[config.mk]
export PLATFORM = sky130hd
export DESIGN_NAME = pmsc_regs
export DESIGN_NICKNAME = d
export VERILOG_FILES = /design/src/rtl/pmsc_pkg.sv /design/src/rtl/pmsc_regs.sv
export SDC_FILE = /design/constraint.sdc
export NUM_CORES = 1
export LEC_CHECK = 0
export BUFFER_PORTS_ARGS = -buffer_cell sky130_fd_sc_hd__buf_4
export CORE_ASPECT_RATIO = 1.25
export CORE_MARGIN = 2
export CORE_UTILIZATION = 43
export CTS_CLUSTER_SIZE = 28
export DETAILED_ROUTE_END_ITERATION = 6
export PLACE_DENSITY = 0.71
export SETUP_SLACK_MARGIN = 0.1
export SKIP_LAST_GASP = 1
export SLEW_MARGIN = 20
export SYNTH_ARGS = -nofsm -noshare
export SYNTH_HDL_FRONTEND = slang
export SYNTH_SLANG_ARGS = --single-unit
[constraint.sdc]
create_clock -name clk -period 5.95 [get_ports clk]
set_input_delay 1.19 -clock clk [delete_from_list [all_inputs] [get_ports clk]]
set_output_delay 1.19 -clock clk [all_outputs]
set_load 0.01 [all_outputs]
[src/rtl/pmsc_pkg.sv]
// package: register map, field positions, reset values and carriers for the panel status block
package pmsc_pkg;
   localparam logic [7:0] ADDR_MAP_VERSION = 8'h00;
   localparam logic [7:0] ADDR_STATUS = 8'h01;
   localparam logic [7:0] ADDR_ERROR_CODE = 8'h02;
   localparam logic [7:0] ADDR_HOURS_HIGH = 8'h03;
   localparam logic [7:0] ADDR_HOURS_LOW = 8'h04;
   localparam logic [7:0] ADDR_CONTROL = 8'h20;
   localparam logic [7:0] ADDR_CLEAR = 8'h27;
   localparam int BIT_ERROR_FLAG = 7;
   localparam int BIT_HOURS_UPD = 6;
   localparam int BIT_MAINS_LOSS = 5;
   localparam int BIT_PAT_SEL = 7;
   localparam int BIT_PAT_EN = 6;
   localparam int BIT_VIDEO_EN = 5;
   localparam int BIT_POLARITY = 3;
   localparam int BIT_PFC_FORCE = 2;
   localparam int BIT_HV_ON = 1;
   localparam int BIT_CLR_ERR = 6;
   localparam int BIT_CLR_HOURS = 5;
   localparam int BIT_CLR_MAINS = 4;
   localparam logic [7:0] CONTROL_RESET = 8'h28;
   localparam logic [7:0] CONTROL_WMASK = 8'hEE;
   localparam logic [7:0] ERROR_CODE_RESET = 8'h00;
   localparam logic [15:0] HOURS_RESET = 16'h0000;
   localparam int CLK_HZ = 50000000;
   localparam int COLOUR_PERIOD_S = 2;
   localparam int COLOUR_CYCLES = CLK_HZ * COLOUR_PERIOD_S;
   localparam int COLOUR_COUNT = 8;
   localparam int HISTORY_DEPTH = 16;
   localparam int SYNC_STAGES = 3;

   typedef struct packed {
      logic pattern_select;
      logic pattern_enable;
      logic video_enable;
      logic emission_polarity;
      logic pfc_force_on;
      logic high_voltage_on;
   } pmsc_ctrl_t;

   typedef struct packed {
      logic [7:0] addr;
      logic [7:0] wdata;
      logic wr;
      logic rd;
   } pmsc_req_t;
endpackage : pmsc_pkg

[src/rtl/pmsc_regs.sv]
// panel module status and control register set behind the two-wire target's byte port
`timescale 1ns/1ps
// Summary of operation
// - read-only map version byte at sub-address 00.
// - error flag bit 7 of 01 sets on error, clears only by clear control.
// - with error flag set, code recorded and panel-on mode refused.
// - status bit 6 is hours-updated flag, resets to 0.
// - bit 5 sets after mains loss shutdown, held until its clear control.
// - bits 4-0 of status report the module condition code.
// - error code at 02 resets to 00; sixteen past codes selectable.
// - a repeat of the latest error code adds no history entry.
// - 16-bit hours count, high byte at 03, low byte at 04, reset 00.
// - pattern select 0 shows single colours, changing every 2 s, 8 colours.
// - register 20 bit 6 selects test pattern; select bit used only then.
// - bit 5 zero blanks the screen, one shows video; resets to 1.
// - bit 3 sets emission polarity, resets to 1.
// - pfc start rises before high voltage; force bit holds it high.
// - bit 1 of register 20 switches high voltage, resets to 0.
// - host reaches all registers over the two-wire bus as target.
// - writing the error clear clears the flag; control self-returns to 0.
// - interrupt output rises on supply decrease or circuit abnormality.
module pmsc_regs #(
   parameter logic [7:0] MAP_VERSION = 8'h5A, // arbitrary value
   parameter int COLOUR_CYC = pmsc_pkg::COLOUR_CYCLES,
   parameter int DEPTH = pmsc_pkg::HISTORY_DEPTH
) (
   input wire logic clk, // 50 MHz clock
   input wire logic rst, // async reset, high
   input wire pmsc_pkg::pmsc_req_t req, // byte access from two-wire target
   input wire logic [3:0] history_select, // 0 latest, 15 oldest error
   input wire logic error_event, // pulse: new error with code
   input wire logic [7:0] error_code_in, // code of new error
   input wire logic hours_tick, // pulse: one more driving hour
   input wire logic [4:0] condition_code, // module condition from processor
   input wire logic mains_loss_pin, // mains loss detected, async
   input wire logic supply_fault_pin, // supply decrease or abnormality, async
   input wire logic hv_ready_pin, // high voltage output ready, async
   output logic [7:0] rdata, // read data, valid cycle after rd
   output logic rvalid, // read data strobe
   output pmsc_pkg::pmsc_ctrl_t ctrl, // control settings
   output logic panel_on_mode, // panel-on mode active
   output logic pfc_start_out, // power factor correction start
   output logic hv_enable_out, // high voltage supply enable
   output logic [2:0] colour_index, // test pattern colour
   output logic irq_out // interrupt request
);
   typedef struct packed {
      logic [7:0] control;
      logic error_flag;
      logic hours_updated_flag;
      logic mains_loss_flag;
      logic [7:0] error_code;
      logic [15:0] hours;
      logic [$clog2(DEPTH)-1:0] wr_ptr;
      logic [$clog2(DEPTH):0] fill;
      logic [31:0] colour_cnt;
      logic [2:0] colour;
      logic [2:0] mains_sync;
      logic [2:0] fault_sync;
      logic [2:0] hv_sync;
      logic mains_lvl;
      logic fault_lvl;
      logic hv_lvl;
      logic pfc;
      logic hv_en;
      logic on_mode;
      logic irq;
      logic [7:0] rdata;
      logic rvalid;
   } pmsc_state_t;

   pmsc_state_t s_q;
   pmsc_state_t s_d;
   logic [7:0] hist_q [DEPTH];
   logic hist_push;

   function automatic logic settle(input logic [2:0] sy, input logic lvl);
      settle = (sy[1] == sy[2]) ? sy[2] : lvl;
   endfunction : settle

   logic [7:0] status_byte;
   logic [7:0] hist_byte;
   logic [$clog2(DEPTH)-1:0] hist_idx;

   always_comb begin
      status_byte = {s_q.error_flag, s_q.hours_updated_flag, s_q.mains_loss_flag,
                     condition_code};
      hist_idx = s_q.wr_ptr - 1'b1 - history_select[$clog2(DEPTH)-1:0];
      hist_byte = (history_select < s_q.fill) ? hist_q[hist_idx] : 8'h00;
   end

   always_comb begin
      s_d = s_q;
      hist_push = 1'b0;
      s_d.mains_sync = {s_q.mains_sync[1:0], mains_loss_pin};
      s_d.fault_sync = {s_q.fault_sync[1:0], supply_fault_pin};
      s_d.hv_sync = {s_q.hv_sync[1:0], hv_ready_pin};
      s_d.mains_lvl = settle(s_q.mains_sync, s_q.mains_lvl);
      s_d.fault_lvl = settle(s_q.fault_sync, s_q.fault_lvl);
      s_d.hv_lvl = settle(s_q.hv_sync, s_q.hv_lvl);
      s_d.rvalid = 1'b0;
      if (req.wr) begin
         if (req.addr == pmsc_pkg::ADDR_CONTROL) begin
            s_d.control = req.wdata & pmsc_pkg::CONTROL_WMASK;
         end
         if (req.addr == pmsc_pkg::ADDR_CLEAR && req.wdata[pmsc_pkg::BIT_CLR_ERR]) begin
            s_d.error_flag = 1'b0;
         end
         if (req.addr == pmsc_pkg::ADDR_CLEAR && req.wdata[pmsc_pkg::BIT_CLR_HOURS]) begin
            s_d.hours_updated_flag = 1'b0;
         end
         if (req.addr == pmsc_pkg::ADDR_CLEAR && req.wdata[pmsc_pkg::BIT_CLR_MAINS]) begin
            s_d.mains_loss_flag = 1'b0;
         end
      end
      // error sets flag, set beats clear
      if (error_event) begin
         s_d.error_flag = 1'b1;
         s_d.error_code = error_code_in;
         if (s_q.fill == '0 || hist_q[s_q.wr_ptr - 1'b1] != error_code_in) begin
            hist_push = 1'b1;
            s_d.wr_ptr = s_q.wr_ptr + 1'b1;
            if (s_q.fill != DEPTH[$clog2(DEPTH):0]) begin
               s_d.fill = s_q.fill + 1'b1;
            end
         end
      end
      if (hours_tick) begin
         s_d.hours = s_q.hours + 16'h0001;
         s_d.hours_updated_flag = 1'b1;
      end
      if (s_q.mains_lvl) begin
         s_d.hv_en = 1'b0;
         s_d.on_mode = 1'b0;
         if (!s_q.hv_en) begin
            s_d.mains_loss_flag = 1'b1;
         end
      end else begin
         s_d.hv_en = s_q.control[pmsc_pkg::BIT_HV_ON] && !s_q.error_flag && s_q.pfc;
         s_d.on_mode = s_q.hv_en && s_q.hv_lvl && !s_q.error_flag;
      end
      // pfc ahead of high voltage or forced
      s_d.pfc = s_q.control[pmsc_pkg::BIT_PFC_FORCE] ||
                (s_q.control[pmsc_pkg::BIT_HV_ON] && !s_q.mains_lvl);
      if (s_q.fault_lvl || s_q.mains_lvl) begin
         s_d.irq = 1'b1;
      end else if (req.wr && req.addr == pmsc_pkg::ADDR_CLEAR && req.wdata[7]) begin
         s_d.irq = 1'b0;
      end
      // colour every 2 s through 8
      // select valid only with pattern on
      if (s_q.control[pmsc_pkg::BIT_PAT_EN] && !s_q.control[pmsc_pkg::BIT_PAT_SEL]) begin
         if (s_q.colour_cnt >= 32'(COLOUR_CYC - 1)) begin
            s_d.colour_cnt = '0;
            s_d.colour = 3'((int'(s_q.colour) + 1) % pmsc_pkg::COLOUR_COUNT);
         end else begin
            s_d.colour_cnt = s_q.colour_cnt + 32'd1;
         end
      end else begin
         s_d.colour_cnt = '0;
         s_d.colour = '0;
      end
      if (req.rd) begin
         s_d.rvalid = 1'b1;
         case (req.addr)
            pmsc_pkg::ADDR_MAP_VERSION: s_d.rdata = MAP_VERSION;
            pmsc_pkg::ADDR_STATUS: s_d.rdata = status_byte;
            pmsc_pkg::ADDR_ERROR_CODE: begin
               s_d.rdata = (history_select == 4'h0) ? s_q.error_code : hist_byte;
            end
            pmsc_pkg::ADDR_HOURS_HIGH: s_d.rdata = s_q.hours[15:8];
            pmsc_pkg::ADDR_HOURS_LOW: s_d.rdata = s_q.hours[7:0];
            pmsc_pkg::ADDR_CONTROL: s_d.rdata = s_q.control;
            default: s_d.rdata = 8'h00;
         endcase
      end
   end

   always_ff @(posedge clk or posedge rst) begin
      if (rst) begin
         s_q <= '0;
         s_q.control <= pmsc_pkg::CONTROL_RESET;
         s_q.error_code <= pmsc_pkg::ERROR_CODE_RESET;
         s_q.hours <= pmsc_pkg::HOURS_RESET;
      end else begin
         s_q <= s_d;
      end
   end

   always_ff @(posedge clk) begin
      if (hist_push) begin
         hist_q[s_q.wr_ptr] <= error_code_in;
      end
   end

   always_comb begin
      rdata = s_q.rdata;
      rvalid = s_q.rvalid;
      ctrl.pattern_select = s_q.control[pmsc_pkg::BIT_PAT_SEL];
      ctrl.pattern_enable = s_q.control[pmsc_pkg::BIT_PAT_EN];
      ctrl.video_enable = s_q.control[pmsc_pkg::BIT_VIDEO_EN];
      ctrl.emission_polarity = s_q.control[pmsc_pkg::BIT_POLARITY];
      ctrl.pfc_force_on = s_q.control[pmsc_pkg::BIT_PFC_FORCE];
      ctrl.high_voltage_on = s_q.control[pmsc_pkg::BIT_HV_ON];
      panel_on_mode = s_q.on_mode;
      pfc_start_out = s_q.pfc;
      hv_enable_out = s_q.hv_en;
      colour_index = s_q.colour;
      irq_out = s_q.irq;
   end
endmodule : pmsc_regs

==> key figures <==
Critical path
  • Setup crit start kind: flop
  • Worst Setup SP: s_q[66]$_DFFE_PP0P_
  • Crit path to: hist_q[11][6]$_DFFE_PP_
  • Terminus of the critical flop-to-flop path: hist_q[11][6]$_DFFE_PP_
  • Arr. time, crit path: 4.87 ns
  • Reg2reg path depth: 10
  • CP Class: flop to flop
  • Worst endpoint required time: ~6.1 ns
  • Reg2reg setup slack: 1.20 ns
  • Crit-path max FO: 19
  • Reg2Reg Launch Point: s_q[66]$_DFFE_PP0P_
  • Critical path capture point type: flop

Global route
  • Vias in the first global route: 6879
  • Gr usage total: 0.181
  • First-pass GRT wire length: between 30 and 40 mm
  • Gr ovfl total: 0
  • Largest net degree at the start of global routing: 62
  • Antenna violations before repair: 1

Place
  • Port bufs: 62
  • GPL Wtd Cong: 0.845
  • Dpl hpwl: 16.6 mm
  • Dpl ws: 1.23 ns
  • Placed Area: 11900 µm²

Logic synthesis
  • Post-synthesis sequential area ratio: 0.578
  • Area leader, netlist: edfxtp_1
  • Post-Syn Instances: 776
  • Yosys cell types: 65
  • Ys async rst share: 0.443
  • Post-synth EDFFs: between 100 and 150
  • Area of the mapped netlist: about 11000 µm²
  • #FFs+latches synth: 230
  • Synth Warn #: 0
  • Area share of the largest cell type after synthesis: 0.347
  • Synthesized area per cell: about 14 µm²
  • Dominant synthesized flop cell: edfxtp_1
  • Synth area leaders: edfxtp_1 35%, dfrtp_1 23%, mux4_2 13%, nor2_1 2.3%, mux2i_1 2.2%

Floorplanning
  • Std-Cell Rows: 65
  • Initial core utilization: 0.438
  • Die ar.: 27100 µm²
  • Core ar.: 25300 µm²
  • Die width: 148 µm
  • Die H: 183 µm
  • Ports: 64

Clock network
  • Post-CTS resize count: 0
  • Root buffer cell: clkbuf_16
  • Postcts setup bufs: 0
  • Clk slew on worst S/H paths: 0.06 ns
  • Hold-fix buffers, CTS: 0
  • # clock sinks: 230
  • Clock buffer depth: 3
  • Clock latency on the worst-skew pair: 0.51 ns
  • CTS buffer count: 24
  • CTS tree: yes
  • H-tree levels: 1

Run status
  • Outcome: complete, no violations

Power
  • Overall Power: 6.25 mW
  • Pwr dens: 493 nW/µm²
  • Leak Pwr: 4.85 nW
  • VDD IR max: 0.000265 V

Timing
  • Slew margin rel.: 0.347
  • Fin crit share: 0.798
  • RSZ-0062 raised after global routing: false
  • Fin crit period: 4.75 ns
  • Final count of hold timing violations: 0
  • Worst-Margin Slew: about 0.97 ns
  • Worst Slack Setup Final: 1.20 ns
  • Fin Setup TNS: 0 ns
  • Setup violations, final: 0
  • Worst Clk Skew: roughly 0.017 ns
  • Hold Slack: around 0.35 ns
  • Max-slew violations: 0
  • Peak Freq: 211 MHz

Cells and area
  • Syn-to-layout area delta: 14.3%
  • Fin nets: 900
  • Fin area: 12700 µm²
  • Commonest non-fill, non-tap cell in the layout: edfxtp_1
  • FILL cells: 2099
  • Commonest cells after routing, fill and taps aside: 128 x edfxtp_1, 99 x dfrtp_1, 85 x buf_4
  • Storage cell area: 6400 µm²
  • Layout cells sized above 1: 0.258
  • Multi-input logic area: approximately 4300 µm²

Detailed routing
  • Drt first pass iters: 5
  • Post-route ant nets: 0
  • Via count of the routed design: 6683
  • Iteration-0 DRC Markers: 452
  • Drt drc: 0
  • Wirelength, routed: 23.9 mm
  • Routed len/inst: 20.0 µm
  • Drt via density: 5.59

Worst hold path
  • Worst hold start: s_d[23]$_DFF_PP0_
  • Hold crit path type: flop to flop

Run
  • Max_cap viols: 0
==> layout make-up <==
class | instances | area share
Antenna cell | 1 | 0.000198
Clock buffer | 36 | 0.0575
Clock inverter | 7 | 0.00484
Inverter | 20 | 0.00613
Multi-Input combinational cell | 481 | 0.342
Sequential cell | 230 | 0.505
Tap cell | 335 | 0.0331
Timing Repair Buffer | 85 | 0.0504
==> cells in the mapped netlist, types with 3 or more instances <==
master and n:
clkbuf_1 13, xnor2_1 23, ha_1 15, a22oi_1 3, or3_1 4, buf_4 20
and3_1 20, nor2b_1 14, o22ai_1 3, mux4_2 65, a211o_1 3, inv_1 19
nand2_1 37, dfrtp_1 100, edfxtp_1 128, a211oi_1 10, nor3_1 12, nor2_1 68
a221oi_1 5, a21boi_0 4, a21oi_1 22, mux2i_1 24, buf_1 7, nor4_1 3
o21ai_0 10, xor2_1 27, nand2_2 3, nand3_1 17, o211ai_1 9, buf_2 5
buf_6 4, mux2_2 19, nand2b_1 7, nand4_1 11, maj3_1 3, a21o_1 5
==> where the power goes <==
| group | leakage, nW | internal, mW | switching (mW) |
|---|---|---|---|
| registers | 2.46 | 1.85 | 0.130 |
| logic | 2.01 | 1.30 | 1.50 |
| clock network | 0.387 | 0.887 | 0.586 |
| total | 4.85 | 4.04 | 2.21 |
==> state kept, by name, summed over array words and instances (netlist names) <==
signal,count
hist_q,128
s_q,74
rdata,8
ctrl,6
s_d,6
colour_index,3
hv_enable_out,1
irq_out,1
panel_on_mode,1
pfc_start_out,1
rvalid,1
==> per-layer routing <==
layer | vias up | global-route usage | part of all wire
met2 | 197 | 0.330 | 0.53
met4 | 0 | 0.0373 | 0.016
met5 | - | 0 | 0
met3 | 33 | 0.0228 | 0.054
met1 | 3398 | 0.231 | 0.40
li1 | 3055 | - | -
==> stage by stage <==
stage                util  std cells
finish              0.501       1195
global placement    0.469       1151
CTS                 0.501       1194
global route        0.501       1195
detailed placement  0.469       1151
floorplan               -        780
==> critical path, stage by stage, from the launching register on <==
cell and delay, ns:
dfrtp_1 0.44, inv_1 0.11, ha_1 0.86, buf_4 0.35, mux4_2 0.34, mux4_2 0.48, xor2_1 0.18, nor3_1 0.08
a41oi_2 0.58, nand2_2 0.21, nor2_1 0.72
==> cell families (layout without fill, tap and decap cells) <==
kind of cell               Yosys count  in the layout  synth area share
adders and majority gates           19             19            0.0215
muxes                              110            110             0.176
xor gates and xnor gates            52             52            0.0430
DFF                                230            230             0.578
buffers and inverters               69            148            0.0334
other                                1              6          0.000339
AOI/OAI and AO/OA                   87             87            0.0543
and+or+nand+nor                    208            208            0.0937
==> worst min path at each step <==
stage / to / slack, ns / depth (start not counted)
final: s_d[24]$_DFF_PP0_ / 0.35 / 0
after global placement: s_d[24]$_DFF_PP0_ / 0.34 / 0
after global routing: s_d[18]$_DFF_PP0_ / 0.36 / 0
after CTS: s_d[24]$_DFF_PP0_ / 0.35 / 0
after detailed placement: s_d[24]$_DFF_PP0_ / 0.34 / 0
after floorplan: s_d[18]$_DFF_PP0_ / 0.33 / 0
No activity file was read; power rests on OpenSTA's default activity.
